--- config.mk ---
export PLATFORM = sky130hd
export DESIGN_NAME = rtcs_top
export DESIGN_NICKNAME = d
export VERILOG_FILES = /design/src/rtl/rtcs_pkg.sv /design/src/rtl/rtcs_prot.sv /design/src/rtl/rtcs_top.sv
export SDC_FILE = /design/constraint.sdc
export NUM_CORES = 1
export LEC_CHECK = 0
export ABC_AREA = 0
export BUFFER_PORTS_ARGS = -buffer_cell sky130_fd_sc_hd__buf_2
export CAP_MARGIN = 20
export CORE_ASPECT_RATIO = 2
export CORE_MARGIN = 4
export CORE_UTILIZATION = 54
export CTS_CLUSTER_DIAMETER = 30
export CTS_CLUSTER_SIZE = 8
export DETAILED_ROUTE_END_ITERATION = 10
export PLACE_DENSITY = 0.74
export SYNTH_ARGS = -nofsm -noshare
export SYNTH_HDL_FRONTEND = slang
export SYNTH_SLANG_ARGS = --single-unit
--- constraint.sdc ---
create_clock -name clk -period 7.15 [get_ports clk]
set_input_delay 1.0725 -clock clk [delete_from_list [all_inputs] [get_ports clk]]
set_output_delay 1.0725 -clock clk [all_outputs]
set_load 0.01 [all_outputs]
--- src/rtl/rtcs_pkg.sv ---
package rtcs_pkg;
  // ==========================================
  // Register map (word indices; byte address is the index shifted left by two)
  localparam logic [3:0] ADDR_STATUS = 4'h0;
  localparam logic [3:0] ADDR_IRQ_EN = 4'h1;
  localparam logic [3:0] ADDR_PROTECT = 4'h2;
  localparam logic [3:0] ADDR_COMP_CFG = 4'h3;
  localparam logic [3:0] ADDR_FREE_CNT = 4'h4;
  localparam logic [3:0] ADDR_MODULO = 4'h5;
  localparam logic [3:0] ADDR_SECONDS = 4'h6;
  localparam logic [3:0] ADDR_CTRL = 4'h7;
  localparam int ADDR_W = 4;
  // ==========================================
  // Field positions
  localparam int BIT_LOAD = 7;
  localparam int BIT_HOUR = 5;
  localparam int BIT_MIN = 4;
  localparam int BIT_SEC = 3;
  localparam int BIT_COMP = 2;
  localparam int BIT_TICK = 0;
  localparam logic [7:0] EVENT_MASK = 8'h3d;
  localparam int CCS_HI = 7;
  localparam int CCS_LO = 6;
  localparam int Q_HI = 5;
  localparam int PKEY_HI = 7;
  localparam int PKEY_LO = 6;
  localparam int CTRL_EN = 0;
  // ==========================================
  // Protection key sequence
  localparam logic [1:0] KEY_LOCK = 2'h2;
  localparam logic [1:0] KEY_U0 = 2'h0;
  localparam logic [1:0] KEY_U1 = 2'h1;
  localparam logic [1:0] KEY_U2 = 2'h3;
  localparam logic [1:0] KEY_U3 = 2'h2;
  // ==========================================
  // Counts and reset values
  localparam logic [15:0] CNT_RST = 16'h0000;
  localparam logic [15:0] MOD_RST = 16'h0000;
  localparam logic [5:0] SEC_MAX = 6'h3b;
  localparam logic [5:0] MIN_MAX = 6'h3b;
  localparam logic [4:0] HOUR_MAX = 5'h17;
  localparam logic [6:0] CYC_5 = 7'h05;
  localparam logic [6:0] CYC_15 = 7'h0f;
  localparam logic [6:0] CYC_30 = 7'h1e;
  localparam logic [6:0] CYC_60 = 7'h3c;
  localparam logic [1:0] TICKS_PER_SEC = 2'h3;
  localparam int LOAD_CYCLES = 2;
endpackage

--- src/rtl/rtcs_prot.sv ---
`timescale 1ns/1ns
`default_nettype none
module rtcs_prot
  import rtcs_pkg::*;
(
  // Clock and reset
  input wire logic clk,
  input wire logic rst,
  // Key writes
  input wire logic key_wr,
  input wire logic [1:0] key_val,
  // State
  output logic locked_ff
);
  // ==========================================
  // Sequence tracker
  typedef enum logic [4:0] {
    ST_IDLE = 5'h01,
    ST_L1 = 5'h02,
    ST_U1 = 5'h04,
    ST_U2 = 5'h08,
    ST_U3 = 5'h10
  } rtcs_pst_t;
  rtcs_pst_t st_ff;
  rtcs_pst_t nxt_st;

  always_comb begin
    nxt_st = st_ff;
    if (key_wr) begin
      case (st_ff)
        ST_IDLE: nxt_st = (!locked_ff && key_val == KEY_LOCK) ? ST_L1 :
                          (locked_ff && key_val == KEY_U0) ? ST_U1 : ST_IDLE;
        ST_L1: nxt_st = ST_IDLE;
        ST_U1: nxt_st = (key_val == KEY_U1) ? ST_U2 : ST_IDLE;
        ST_U2: nxt_st = (key_val == KEY_U2) ? ST_U3 : ST_IDLE;
        ST_U3: nxt_st = ST_IDLE;
        default: nxt_st = ST_IDLE;
      endcase
    end
  end

  always_ff @(posedge clk or posedge rst) begin
    if (rst) begin
      st_ff <= ST_IDLE;
    end else begin
      st_ff <= nxt_st;
    end
  end

  // Two %10 writes lock; %00 %01 %11 %10 unlocks
  always_ff @(posedge clk or posedge rst) begin
    if (rst) begin
      locked_ff <= 1'b0;
    end else if (key_wr && st_ff == ST_L1 && key_val == KEY_LOCK) begin
      locked_ff <= 1'b1;
    end else if (key_wr && st_ff == ST_U3 && key_val == KEY_U3) begin
      locked_ff <= 1'b0;
    end
  end
endmodule
`default_nettype wire

--- src/rtl/rtcs_top.sv ---
// Operation
// - Interrupt request when any event flag and its enable are both set.
// - Load bit 7 sets during config copy, clears after; writes ignored.
// - Modulo and compensation config writes ignored while load bit set.
// - Hour flag bit 5 sets on every hour increment.
// - Minute flag bit 4 sets on every minute increment.
// - Second flag bit 3 sets on every second increment.
// - Compensation flag bit 2 sets at last second of each cycle.
// - Tick flag bit 0 sets on every 4 Hz tick.
// - Writing 1 clears an event flag, 0 no effect; reset clears all.
// - Cycle select bits 7:6 give 5, 15, 30 or 60 seconds.
// - Counter first matches modulo+1 Q times, then modulo for the rest.
// - With Q zero, modulo+1 matching never happens.
// - Free-running 16-bit count readable, writes ignored, reset zero.
// - Modulo register holds rollover value, resets to zero.
// - Reading seconds returns the count without disturbing it.
// - Writing 0..59 loads seconds; other values ignored.
// - Seconds wrap to 0 after 59.
// - Seconds writes blocked while write protection is on.
// - Two %10 key writes lock; %00,%01,%11,%10 unlock; key reads zero.
// - Enable bits 5,4,3,2,0 gate their matching flags.
// - Q at or above cycle length uses modulo+1 for every match.
//
// Our own choices: the register addresses and register access over Avalon-MM.
`timescale 1ns/1ns
`default_nettype none
module rtcs_top
  import rtcs_pkg::*;
#(
  // Clocks the load bit stays set while buffers are copied
  parameter int LOAD_LEN = LOAD_CYCLES
)
(
  // Clock and reset
  input wire logic clk,
  input wire logic rst,
  // Counter clock enable (prescaled time base)
  input wire logic cnt_en,
  // Avalon-MM slave
  input wire logic [ADDR_W+1:0] avs_address,
  input wire logic avs_read,
  input wire logic avs_write,
  input wire logic [31:0] avs_writedata,
  output logic [31:0] avs_readdata,
  output logic avs_waitrequest,
  // Interrupt request
  output logic irq
);
  // ==========================================
  // Bus handshake: one wait cycle, then answer
  logic ack_ff;
  logic wait_ff;
  logic nxt_ack;
  logic [31:0] rdata_ff;
  logic irq_ff;
  logic [ADDR_W-1:0] widx;
  logic wr_go;
  logic [7:0] wd8;

  assign widx = avs_address[ADDR_W+1:2];
  assign wr_go = avs_write && ack_ff;
  assign wd8 = avs_writedata[7:0];
  assign nxt_ack = (avs_read || avs_write) && !ack_ff;
  assign avs_waitrequest = wait_ff;
  assign avs_readdata = rdata_ff;
  assign irq = irq_ff;

  always_ff @(posedge clk or posedge rst) begin
    if (rst) begin
      ack_ff <= 1'b0;
      wait_ff <= 1'b1;
    end else begin
      ack_ff <= nxt_ack;
      // Own flop so the bus never sees a glitch on waitrequest
      wait_ff <= !nxt_ack;
    end
  end

  function automatic logic hit(input logic [ADDR_W-1:0] idx);
    return wr_go && widx == idx;
  endfunction

  // ==========================================
  // Registers
  logic [7:0] flags_ff;
  logic [7:0] irq_en_ff;
  logic [7:0] comp_cfg_ff;
  logic [15:0] modulo_ff;
  logic [15:0] cnt_ff;
  logic [5:0] sec_ff;
  logic [5:0] min_ff;
  logic [4:0] hour_ff;
  logic run_en_ff;
  logic load_ff;
  logic [1:0] load_cnt_ff;
  logic [1:0] ccs_buf_ff;
  logic [5:0] q_buf_ff;
  logic [15:0] mod_buf_ff;
  logic [6:0] cyc_sec_ff;
  logic [15:0] tick_cnt_ff;
  logic [1:0] qtr_ff;
  logic locked;

  // ==========================================
  // Parameter checks
  // Load counter is two bits wide, longer copies cannot be counted
  if (LOAD_LEN < 1 || LOAD_LEN > 4) begin : g_bad_load
    $error("load length out of range");
  end
  // A status write must never clear the load bit
  if (EVENT_MASK[BIT_LOAD] != 1'b0) begin : g_bad_mask
    $error("load bit inside event mask");
  end

  // ==========================================
  // Write protection
  rtcs_prot u_prot (
    .clk(clk),
    .rst(rst),
    .key_wr(hit(ADDR_PROTECT)),
    .key_val(wd8[PKEY_HI:PKEY_LO]),
    .locked_ff(locked)
  );

  // ==========================================
  // Control registers
  always_ff @(posedge clk or posedge rst) begin
    if (rst) begin
      irq_en_ff <= 8'h00;
      run_en_ff <= 1'b0;
    end else begin
      if (hit(ADDR_IRQ_EN)) begin
        irq_en_ff <= wd8 & EVENT_MASK;
      end
      // Starting the counter also reloads the buffers
      if (hit(ADDR_CTRL)) begin
        run_en_ff <= wd8[CTRL_EN];
      end
    end
  end

  always_ff @(posedge clk or posedge rst) begin
    if (rst) begin
      comp_cfg_ff <= 8'h00;
      modulo_ff <= MOD_RST;
    end else if (!load_ff) begin
      if (hit(ADDR_COMP_CFG)) begin
        comp_cfg_ff <= wd8;
      end
      if (hit(ADDR_MODULO)) begin
        modulo_ff <= avs_writedata[15:0];
      end
    end
  end

  // ==========================================
  // Compensation engine
  logic [6:0] cyc_len;
  logic [15:0] match_val;
  logic cnt_wrap;
  logic sec_inc;
  logic cyc_last;
  logic use_plus;

  always_comb begin
    case (ccs_buf_ff)
      2'h0: cyc_len = CYC_5;
      2'h1: cyc_len = CYC_15;
      2'h2: cyc_len = CYC_30;
      default: cyc_len = CYC_60;
    endcase
  end

  // Q of zero never selects plus one; Q past the cycle selects it always
  assign use_plus = {1'b0, q_buf_ff} > cyc_sec_ff;
  assign match_val = use_plus ? mod_buf_ff + 16'h0001 : mod_buf_ff;
  // Wrap on at-or-above so a lowered match value cannot run away
  assign cnt_wrap = run_en_ff && cnt_en && cnt_ff >= match_val;
  assign sec_inc = cnt_wrap;
  assign cyc_last = sec_inc && cyc_sec_ff == cyc_len - 7'h01;

  always_ff @(posedge clk or posedge rst) begin
    if (rst) begin
      cnt_ff <= CNT_RST;
    end else if (cnt_wrap) begin
      cnt_ff <= CNT_RST;
    end else if (run_en_ff && cnt_en) begin
      cnt_ff <= cnt_ff + 16'h0001;
    end
  end

  always_ff @(posedge clk or posedge rst) begin
    if (rst) begin
      cyc_sec_ff <= 7'h00;
    end else if (sec_inc) begin
      cyc_sec_ff <= cyc_last ? 7'h00 : cyc_sec_ff + 7'h01;
    end
  end

  // Config copied into buffers at cycle end; copy spans a few clocks
  always_ff @(posedge clk or posedge rst) begin
    if (rst) begin
      load_ff <= 1'b0;
      load_cnt_ff <= 2'h0;
      ccs_buf_ff <= 2'h0;
      q_buf_ff <= 6'h00;
      mod_buf_ff <= MOD_RST;
    end else if (load_ff) begin
      if (load_cnt_ff == 2'(LOAD_LEN - 1)) begin
        load_ff <= 1'b0;
        ccs_buf_ff <= comp_cfg_ff[CCS_HI:CCS_LO];
        q_buf_ff <= comp_cfg_ff[Q_HI:0];
        mod_buf_ff <= modulo_ff;
      end
      load_cnt_ff <= load_cnt_ff + 2'h1;
    end else if (cyc_last || (!run_en_ff && hit(ADDR_CTRL) && wd8[CTRL_EN])) begin
      load_ff <= 1'b1;
      load_cnt_ff <= 2'h0;
    end
  end

  // ==========================================
  // 4 Hz tick from counter position
  logic tick;
  logic [15:0] quarter;
  assign quarter = {2'h0, match_val[15:2]};
  assign tick = run_en_ff && cnt_en &&
                (cnt_wrap || (cnt_ff == tick_cnt_ff && qtr_ff != 2'h0));

  always_ff @(posedge clk or posedge rst) begin
    if (rst) begin
      tick_cnt_ff <= 16'h0000;
      qtr_ff <= 2'h0;
    end else if (!run_en_ff) begin
      // Preset so the first second after start has quarter ticks too
      tick_cnt_ff <= quarter;
      qtr_ff <= TICKS_PER_SEC;
    end else if (cnt_wrap) begin
      tick_cnt_ff <= quarter;
      qtr_ff <= TICKS_PER_SEC;
    end else if (tick) begin
      tick_cnt_ff <= tick_cnt_ff + quarter;
      qtr_ff <= qtr_ff - 2'h1;
    end
  end

  // ==========================================
  // Calendar counters
  logic sec_ok;
  logic min_inc;
  logic hour_inc;
  assign sec_ok = wd8 <= {2'h0, SEC_MAX};
  assign min_inc = sec_inc && sec_ff == SEC_MAX;
  assign hour_inc = min_inc && min_ff == MIN_MAX;

  always_ff @(posedge clk or posedge rst) begin
    if (rst) begin
      sec_ff <= 6'h00;
    end else if (hit(ADDR_SECONDS) && sec_ok && !locked) begin
      // A write in the same clock as an increment wins
      sec_ff <= wd8[5:0];
    end else if (sec_inc) begin
      sec_ff <= (sec_ff == SEC_MAX) ? 6'h00 : sec_ff + 6'h01;
    end
  end

  // Minute and hour only feed their flags here
  always_ff @(posedge clk or posedge rst) begin
    if (rst) begin
      min_ff <= 6'h00;
      hour_ff <= 5'h00;
    end else begin
      if (min_inc) begin
        min_ff <= (min_ff == MIN_MAX) ? 6'h00 : min_ff + 6'h01;
      end
      if (hour_inc) begin
        hour_ff <= (hour_ff == HOUR_MAX) ? 5'h00 : hour_ff + 5'h01;
      end
    end
  end

  // ==========================================
  // Event flags: set wins over clear
  logic [7:0] ev_set;
  logic [7:0] ev_clr;
  always_comb begin
    ev_set = 8'h00;
    ev_set[BIT_HOUR] = hour_inc;
    ev_set[BIT_MIN] = min_inc;
    ev_set[BIT_SEC] = sec_inc;
    ev_set[BIT_COMP] = cyc_last;
    ev_set[BIT_TICK] = tick;
    ev_clr = hit(ADDR_STATUS) ? (wd8 & EVENT_MASK) : 8'h00;
  end

  always_ff @(posedge clk or posedge rst) begin
    if (rst) begin
      flags_ff <= 8'h00;
    end else begin
      flags_ff <= ((flags_ff & ~ev_clr) | ev_set) & EVENT_MASK;
    end
  end

  always_ff @(posedge clk or posedge rst) begin
    if (rst) begin
      irq_ff <= 1'b0;
    end else begin
      // Registered so the request line cannot glitch
      irq_ff <= |(flags_ff & irq_en_ff);
    end
  end

  // ==========================================
  // Read mux; count is a live snapshot, software reads twice
  logic [31:0] rd_mux;
  always_comb begin
    rd_mux = 32'h0000_0000;
    case (widx)
      ADDR_STATUS: rd_mux[7:0] = flags_ff | {load_ff, 7'h00};
      ADDR_IRQ_EN: rd_mux[7:0] = irq_en_ff;
      ADDR_PROTECT: rd_mux[7:0] = {7'h00, locked};
      ADDR_COMP_CFG: rd_mux[7:0] = comp_cfg_ff;
      ADDR_FREE_CNT: rd_mux[15:0] = cnt_ff;
      ADDR_MODULO: rd_mux[15:0] = modulo_ff;
      ADDR_SECONDS: rd_mux[5:0] = sec_ff;
      ADDR_CTRL: rd_mux[0] = run_en_ff;
      default: rd_mux = 32'h0000_0000;
    endcase
  end

  always_ff @(posedge clk or posedge rst) begin
    if (rst) begin
      rdata_ff <= 32'h0000_0000;
    end else if (avs_read && !ack_ff) begin
      // Taken when the request is first seen, stable by the answer
      rdata_ff <= rd_mux;
    end
  end
endmodule
`default_nettype wire

==> flow_summary.ini, run 1 <==
[logic_synthesis]
synth_edf_count = 0
ys_seq_area_share_pct = 42.35
synth_cells = 841
synth_top_area_share_pct = 41.72
synthFlopType = dfrtp_1
synth-async-reset-ratio_pct = 100.0
synth_cell_types = 68
netlist_area_um2 = 8278
yosys-top-cells-area = dfrtp_1, mux2_2, ha_1
ys_seq_elements = 140
avgSynthCellArea_um2 = 9.843
synth_largest_area_cell = dfrtp_1
yosysWarnings = 0

[drt]
avgRoutedWirePerCell_um = 19.46
drc = 0
first_iter_violations = 350
vias = 6556
antenna_left = 0
routed_wirelength_um = 21180
first_pass_iters = 4
viasPerCell = 6.026

[layout]
final_core_util_pct = 61.44
fin_nets = 965
final_common_cell = dfrtp_1
antenna_cells = 0
final_cell_mix = dfrtp_1, nand2_1, mux2_2
syn_to_final_growth_pct = 11.15
final_layout_size_suffix_gt1_share_pct = 17.58

[clock_tree]
htree_levels = 4
holdBufCountCts = 0
clock_latency_ns = 0.42
clkSinkCount = 140
cts_made_buffers = 17
path_clk_slew_ns = 0.06
ctsRootBufferMaster = clkbuf_16
post_cts_resized = 0
postCtsSetupBuffers = 0
cts_tree = yes
clk_path_buf_depth = 2

[timing]
setup_viol = 0
fin_skew_ns = 0.007236
hold_viol_final = 0
timing.final.crit_share_pct = 78.23
rsz0062_at_grt = false
slew_viol_final = 0
worstMarginPinSlew_ns = 1.080
tns_ns = 0
fmax_mhz = 178.8
layout_setup_ws_ns = 1.556
fin_crit_ns = 5.594
timing.slew.headroom_pct = 27.82

[worst_hold_path]
hp-class = flop to flop

[grt]
grt_max_degree = 74
grt_pass1_wl_um = 33890
grt_usage_pct = 25.52
antenna_found_initial = 0
gr-total-overflow = 0
first_global_vias = 6706

[pwr]
power_density_nw_per_um2 = 315.8
leakage_nw = 4.401
ir_drop_uv = 187.9

[place]
post-dp-hpwl_um = 16120
dp_slack_ns = 1.554
io_buffers = 42
routabilityCongestion = 0.9035

[worst_setup_path]
crit_required_ns = 7.50
worst-setup-path-type = flop to flop
cp-end-kind = flop
path_cells = inv_1, ha_1, nand4b_1, a21o_1, a21oi_1, nand4_1, nor2_1, nand3_1, xor2_1, ha_1, nand4_1, or2_2, a211oi_1, nand3_2, a31oi_4, buf_4, nand2_1, or3_1, a31oi_1
critPathMaxFanout = 15
start_kind = flop
crit_slowest_cell = a31oi_4
arrival_ns = 5.94
slowest_delay_ns = 0.54

[floorplanning]
std_cell_rows = 63
dieWidth_um = 95.55
initial_core_util_pct = 55.27
dieArea_um2 = 17490
die_y_um = 183.1
core_area_um2 = 14980
io_pins = 77

[flow_run]
maxCapViolCount = 0

[status]
status = complete, no violations
==> worst paths after layout <==
kind | cells past startpoint | startpoint | slack (ns) | endpoint
setup reg to reg | 19 | cyc_sec_ff[5] | 1.56 | sec_ff[4]
min in group asynchronous | 2 | rst | 0.76 | tick_cnt_ff[1]
max in group asynchronous | 3 | rst | 5.07 | u_prot.locked_ff
hold reg to reg | 2 | avs_readdata[13] | 0.47 | avs_readdata[13]
setup / recovery | 19 | cyc_sec_ff[5] | 1.56 | sec_ff[4]
hold / removal | 2 | avs_readdata[13] | 0.47 | avs_readdata[13]
==> critical path: cells and delay by family, from the launching register on <==
kind                     cells  cell delay [ns]
flip-flops                   1             0.40
adder cells (fa/ha/maj)      2             0.54
XOR/XNOR                     1             0.34
buffers and inverters        2             0.47
AO/OA/AOI/OAI                5             1.67
AND/OR/NAND/NOR              9             2.08
==> synthesized netlist by cell type (7+ instances only) <==
master	number
nor2b_1	12
inv_1	41
a31oi_1	11
nor2_1	59
a22oi_1	12
a211oi_1	10
a21o_1	10
and3_1	8
nand2_1	89
buf_4	17
nor4_1	7
ha_1	41
xor2_1	35
a21oi_1	31
mux2_2	61
nand4_1	13
nor3_1	16
a22o_1	16
clkbuf_1	21
o21ai_0	41
mux2i_1	9
xnor2_1	21
nand3_1	24
o31ai_1	10
dfrtp_1	138
or3_1	9
==> stage by stage <==
step / cell area (um2) / total power, W / std cells / hold slack [ns]
2_1_floorplan: 8334 / 0.001773 / 856 / 0.4498
3_3_place_gp: 8615 / 0.001994 / 1056 / 0.4619
3_5_place_dp: 8615 / 0.002027 / 1056 / 0.4659
4_1_cts: 9201 / 0.002920 / 1088 / 0.4800
5_1_grt: 9201 / 0.003083 / 1088 / 0.4997
6_report: 9201 / 0.002906 / 1088 / 0.4731
==> flip-flops by register name, summed over array words and instances, names as in the netlist, 2 cells and up <==
register and flops:
mod_buf_ff 16, sec_ff 6, cyc_sec_ff 7, flags_ff 5, comp_cfg_ff 8, u_prot.st_ff 5, qtr_ff 2, modulo_ff 16
irq_en_ff 5, load_cnt_ff 2, avs_readdata 16, tick_cnt_ff 16, q_buf_ff 6, ccs_buf_ff 2, min_ff 6, cnt_ff 16
==> cell families (layout without fill, tap and decap cells) <==
| kind of cell | Yosys count | after routing | share of synthesized area [%] |
|---|---|---|---|
| AND/OR/NAND/NOR | 269 | 269 | 15.84 |
| flip-flops | 140 | 140 | 42.35 |
| buffers and inverters | 84 | 121 | 4.640 |
| AO/OA/AOI/OAI | 178 | 178 | 15.10 |
| adder cells (fa/ha/maj) | 42 | 42 | 6.439 |
| XOR/XNOR | 56 | 56 | 5.925 |
| other | 1 | 16 | 0.04530 |
| multiplexers | 71 | 71 | 9.658 |
==> area by class of cell <==
class / count / area (um2)
Sequential cell: 140 / 3506
Timing Repair Buffer: 48 / 255.2
Tap cell: 195 / 244.0
Fill cell: 1316 / 5776
Multi-Input combinational cell: 632 / 4451
Clock inverter: 14 / 157.7
Inverter: 41 / 158.9
Clock buffer: 18 / 429.2
==> per-layer routing <==
layer	global-route usage, %	up-vias	share of wire (%)
met5	0	-	0
met4	17.73	0	6.2
met3	3.448	78	2.5
li1	-	3087	-
met2	46.32	160	56
met1	25.92	3231	35
==> power breakdown <==
group / switching (W) / internal, W / leakage [nW]
clock: 0.000363 / 0.000521 / 0.284
combinational: 0.000523 / 0.000369 / 2.27
sequential: 0.000186 / 0.000943 / 1.84
Note: power is estimated with default switching activity, not from simulation.
==> run 2, diff against run 1 <==
--- a/config.mk
+++ b/config.mk
@@ -5,7 +5,7 @@
 export SDC_FILE = /design/constraint.sdc
 export NUM_CORES = 1
 export LEC_CHECK = 0
-export ABC_AREA = 0
+export ABC_AREA = 1
 export BUFFER_PORTS_ARGS = -buffer_cell sky130_fd_sc_hd__buf_2
 export CAP_MARGIN = 20
 export CORE_ASPECT_RATIO = 2
@@ -14,7 +14,7 @@
 export CTS_CLUSTER_DIAMETER = 30
 export CTS_CLUSTER_SIZE = 8
 export DETAILED_ROUTE_END_ITERATION = 10
-export PLACE_DENSITY = 0.74
+export PLACE_DENSITY = 0.76
 export SYNTH_ARGS = -nofsm -noshare
 export SYNTH_HDL_FRONTEND = slang
 export SYNTH_SLANG_ARGS = --single-unit
==> constraint.sdc (replaced) <==
create_clock -name clk -period 4.9 [get_ports clk]
set_input_delay 0.735 -clock clk [delete_from_list [all_inputs] [get_ports clk]]
set_output_delay 0.735 -clock clk [all_outputs]
set_load 0.01 [all_outputs]
==> flow_summary.ini, run 2 <==
[status]
status = complete, no violations

[clock_tree]
postCtsSetupBuffers = 0
clock_latency_ns = 0.43
ctsRootBufferMaster = clkbuf_16
clkSinkCount = 140
htree_levels = 4
holdBufCountCts = 0
path_clk_slew_ns = 0.06
clk_path_buf_depth = 2
post_cts_resized = 0
cts_made_buffers = 17
cts_tree = yes

[floorplanning]
std_cell_rows = 65
dieArea_um2 = 18590
dieWidth_um = 98.42
io_pins = 77
die_y_um = 188.8
initial_core_util_pct = 55.39
core_area_um2 = 15940

[logic_synthesis]
synth-async-reset-ratio_pct = 100.0
synth_most_common_cell = nand2_1
synthFlopType = dfrtp_1
synthAdderAreaFrac_pct = 6.037
synth_top_area_share_pct = 39.11
netlist_top_cells_count = nand2_1, inv_1, dfrtp_1
synth_top_family_by_area = simple AND/OR/NAND/NOR gates
netlist_area_um2 = 8830
ys_seq_elements = 140
synth-compound-area-share_pct = 12.20
synth-xor-area-share_pct = 4.364
synth_edf_count = 0
synthSimpleGateAreaFrac_pct = 27.15
yosysWarnings = 0
yosys-top-cells-area = dfrtp_1, nand2_1, inv_1
synth_mux_area_share_pct = 0.4960
ys_seq_area_share_pct = 39.71
synth_cell_types = 54
avgSynthCellArea_um2 = 7.540
synth_largest_area_cell = dfrtp_1
synth_cells = 1171

[worst_setup_path]
worstRegToRegCells = 24
rr_startpoint = cyc_sec_ff[5]
crit_top_cell = nand2_1
path_cells = inv_1, ha_1, inv_1, nor3_2, nand2_1, nand2_2, nand2_4, nor3_4, nand3_2, nor2_2, nand2_1, nor2_1, xor2_1, ha_1, nand2_1, nor2_1, a211oi_1, o221a_2, nand2_2, nand2_4, inv_4, nand2_1, nand3_1, o21ai_1
reg2reg_to = cyc_sec_ff[5]
r2r_slack_ns = 0.64
crit_required_ns = 5.26
cp-end-kind = flop
start_kind = flop
slowest_delay_ns = 0.45
crit_slowest_cell = dfrtp_1
worst-setup-path-type = flop to flop
critPathMaxFanout = 23
arrival_ns = 4.62

[layout]
antenna_cells = 0
final_layout_size_suffix_gt1_share_pct = 10.28
layout.cells.non_filler = 1427
final_cell_mix = nand2_1, inv_1, dfrtp_1
final_common_cell = nand2_1
syn_to_final_growth_pct = 10.53
fin_nets = 1298

[drt]
first_iter_violations = 415
wl_met3_um = 781
viasPerCell = 5.653
dr_wl_met2_um = 13300
drc = 0
routed_wirelength_um = 24200
first_pass_iters = 5
antenna_left = 0
avgRoutedWirePerCell_um = 16.96
vias = 8067
met1_length_um = 8307
top_layer = met4

[grt]
first_global_vias = 8299
grt_pass1_wl_um = 39760
gr-total-overflow = 0
grt_usage_pct = 27.03
antenna_found_initial = 0
grt_max_degree = 56

[pwr]
ir_drop_uv = 312.8
power_density_nw_per_um2 = 613.4
leakage_nw = 4.951

[timing]
worstMarginPinSlew_ns = 0.8451
hold_viol_final = 0
timing.final.crit_share_pct = 86.98
tns_ns = 0
slew_viol_final = 0
timing.slew.headroom_pct = 43.45
fin_crit_ns = 4.262
layout_setup_ws_ns = 0.6379
fin_skew_ns = 0.006433
fmax_mhz = 234.6
setup_viol = 0
rsz0062_at_grt = false

[place]
routabilityCongestion = 0.9406
post-dp-hpwl_um = 18880
io_buffers = 42
dpl.cell_count = 1395
dp_slack_ns = 0.6912

[worst_hold_path]
hp-class = input port to async pin

[flow_run]
maxCapViolCount = 0
[run 2: kinds of logic (layout without fill, tap and decap cells)]
family                     Yosys count  count (layout)
AOI/OAI and AO/OA                  189             189
xor gates and xnor gates            44              44
adders and majority gates           42              42
DFF                                140             140
muxes                                4               4
and+or+nand+nor                    544             544
buffers and inverters              207             247
other                                1              16
[run 2: power breakdown]
| part | leakage [nW] | switching [W] | internal [W] |
|---|---|---|---|
| logic | 2.91 | 0.00175 | 0.00101 |
| registers | 1.75 | 0.000394 | 0.00152 |
| clock network | 0.290 | 0.000534 | 0.000772 |
[run 2: per-stage QoR]
step	total power, W	util, %	hold WS, ns	area (um2)
floorplan	0.003942	-	0.4488	8886
global placement	0.004544	57.48	0.4635	9163
detailed placement	0.004638	57.48	0.4604	9163
CTS	0.005971	61.22	0.3688	9759
global route	0.006507	61.22	0.3823	9759
finish	0.005986	61.22	0.3478	9759
[run 2: worst max-delay path by stage]
| stage | from | to | slack, ns |
|---|---|---|---|
| after floorplan | rst | ack_ff | 0.42 |
| after global placement | cyc_sec_ff[5] | cyc_sec_ff[2] | 0.74 |
| after detailed placement | cyc_sec_ff[5] | cyc_sec_ff[5] | 0.69 |
| after CTS | cyc_sec_ff[5] | cyc_sec_ff[5] | 0.66 |
| after global routing | cyc_sec_ff[5] | tick_cnt_ff[14] | 0.23 |
| final | cyc_sec_ff[5] | cyc_sec_ff[5] | 0.64 |
[run 2: critical path: cells and delay by family (launching register included)]
family | cells | cell delay, ns
adder cells (fa/ha/maj) | 2 | 0.61
AND/OR/NAND/NOR | 15 | 1.93
flip-flops | 1 | 0.45
buffers and inverters | 3 | 0.37
AO/OA/AOI/OAI | 3 | 0.51
XOR/XNOR | 1 | 0.31
[run 2: routing by layer]
metal	vias to the layer above	global-route usage, %
li1	3915	-
met2	235	50.52
met3	105	3.816
met1	3812	26.03
met4	0	19.99
met5	-	0
[run 2: final cells by class]
class | instances | area (um2)
fillers | 1515 | 6181
multi-input cells | 839 | 4497
flip-flops and latches | 140 | 3506
inverters | 162 | 615.6
clock buffers | 18 | 439.2
repair buffers | 53 | 292.8
well taps | 201 | 251.5
clock inverters | 14 | 157.7
==> run 3, diff against run 2 <==
--- a/config.mk
+++ b/config.mk
@@ -5,7 +5,7 @@
 export SDC_FILE = /design/constraint.sdc
 export NUM_CORES = 1
 export LEC_CHECK = 0
-export ABC_AREA = 1
+export ABC_AREA = 0
 export BUFFER_PORTS_ARGS = -buffer_cell sky130_fd_sc_hd__buf_2
 export CAP_MARGIN = 20
 export CORE_ASPECT_RATIO = 2
==> flow_summary.ini, run 3 (synthesis gave the netlist of run 1 again) <==
[status]
status = complete, no violations

[timing]
fin_skew_ns = 0.008614
timing.slew.headroom_pct = 28.50
hold_viol_final = 0
setup_viol = 0
fmax_mhz = 213.8
tns_ns = 0
timing.final.crit_share_pct = 95.45
worstMarginPinSlew_ns = 1.070
slew_viol_final = 0
fin_crit_ns = 4.677

[worst_setup_path]
cp-end-kind = flop
crit_required_ns = 5.20
worstRegToRegCells = 19
critPathMaxFanout = 8
start_kind = flop
reg2reg_to = min_ff[5]
r2r_slack_ns = 0.22
worst-setup-path-type = flop to flop
arrival_ns = 4.98
rr_startpoint = cyc_sec_ff[3]

[drt]
vias = 6633
first_pass_iters = 5
viasPerCell = 6.014
antenna_left = 0
routed_wirelength_um = 21400
drc = 0
first_iter_violations = 349
avgRoutedWirePerCell_um = 19.40

[pwr]
netSwitchingPower_w = 0.001547
pwr-share-comb_pct = 33.2
ir_drop_uv = 268.7
leakage_nw = 4.447
power_density_nw_per_um2 = 449.0
internal_power_w = 0.002619
sw_frac_of_total_pct = 37.14
clkPwrFrac_pct = 27.2
sequentialPowerShare_pct = 39.5

[floorplanning]
io_pins = 77
initial_core_util_pct = 55.27
dieArea_um2 = 17490
std_cell_rows = 63
dieWidth_um = 95.55
core_area_um2 = 14980
die_y_um = 183.1

[grt]
grt_usage_pct = 25.86
first_global_vias = 6801
gr-total-overflow = 0
grt_max_degree = 108
antenna_found_initial = 0
grt_pass1_wl_um = 34460

[clock_tree]
clock_latency_ns = 0.42
htree_levels = 4
clkSinkCount = 140
clk_path_buf_depth = 2
path_clk_slew_ns = 0.06
cts_made_buffers = 17
cts_tree = yes
ctsRootBufferMaster = clkbuf_16
holdBufCountCts = 0

[layout]
syn_to_final_growth_pct = 12.08
antenna_cells = 0
fillers = 1255
final_layout_size_suffix_gt1_share_pct = 19.49
final_core_util_pct = 61.95
fin_nets = 981
postLayoutCellArea_um2 = 9278
final_common_cell = dfrtp_1
final_cell_mix = dfrtp_1, nand2_1, mux2_2

[place]
routabilityCongestion = 0.9272
io_buffers = 42
placed_area_um2 = 8720
post-dp-hpwl_um = 16010

[worst_hold_path]
whs_path_depth = 2
hp-class = flop to flop
min_to = load_cnt_ff[1]
min_from = load_cnt_ff[1]

[flow_run]
maxCapViolCount = 0
run 3: what timing repair did:
action	4_1_cts	5_1_grt
gates resized for setup	0	9
endpoints found under the setup margin	0	35
setup buffers	0	2
run 3: layout make-up:
class                           instances  area, um2  share of cell area (%)
Clock buffer                           20      436.7                   4.707
Clock inverter                         11      73.82                  0.7957
Inverter                               41      158.9                   1.713
Multi-Input combinational cell        632       4479                   48.28
Sequential cell                       140       3506                   37.79
Tap cell                              195      244.0                   2.630
Timing Repair Buffer                   64      379.1                   4.086
run 3: metal layers:
| layer | track usage [%] | wire (um) | vias to the layer above | share of wire, % |
|---|---|---|---|---|
| met4 | 15.34 | 1280 | 0 | 6.0 |
| met1 | 26.30 | 7410 | 3267 | 35 |
| met3 | 4.146 | 617 | 75 | 2.9 |
| li1 | - | - | 3116 | - |
| met2 | 47.74 | 12090 | 175 | 57 |
| met5 | 0 | 0 | - | 0 |
run 3: power by group through the flow:
stage               combinational, W  clock (W)  sequential [W]
finish                       0.00138    0.00114         0.00165
global route                 0.00155    0.00120         0.00167
CTS                          0.00136    0.00115         0.00164
detailed placement           0.00135          0         0.00166
global placement             0.00131          0         0.00165
floorplan                    0.00104          0         0.00155
run 3: worst max path at each step:
| stage | slack, ns | endpoint | depth (start not counted) | start |
|---|---|---|---|---|
| 6_report | 0.22 | min_ff[5] | 19 | cyc_sec_ff[3] |
| 5_1_grt | -0.05 | tick_cnt_ff[13] | 19 | cyc_sec_ff[3] |
| 4_1_cts | 0.05 | tick_cnt_ff[0] | 18 | cyc_sec_ff[3] |
| 3_5_place_dp | 0.06 | tick_cnt_ff[0] | 18 | cyc_sec_ff[3] |
| 3_3_place_gp | 0.18 | tick_cnt_ff[0] | 18 | cyc_sec_ff[3] |
| 2_1_floorplan | 0.42 | ack_ff | 1 | rst |
run 3: critical path, cell delays in order, from the launching register on:
cell	delay, ns
dfrtp_1	0.41
inv_1	0.11
ha_1	0.29
nand4b_1	0.17
a21o_1	0.26
a21oi_2	0.23
nand4_1	0.13
buf_4	0.19
nor3_1	0.22
xnor2_1	0.30
inv_1	0.10
ha_1	0.33
and4_1	0.23
nand3_1	0.08
o21ai_0	0.24
a221oi_2	0.15
a31oi_4	0.29
nand2_4	0.11
or3_1	0.37
a221o_1	0.35
run 3: stage by stage:
step	hold slack, ns	setup slack [ns]	power (W)	std cells
after floorplan	0.4498	0.4154	0.002587	856
final	0.4757	0.2229	0.004166	1103
after global routing	0.5118	-0.04990	0.004419	1103
after CTS	0.4834	0.04527	0.004151	1101
after global placement	0.4616	0.1785	0.002966	1070
after detailed placement	0.4698	0.05823	0.003010	1070
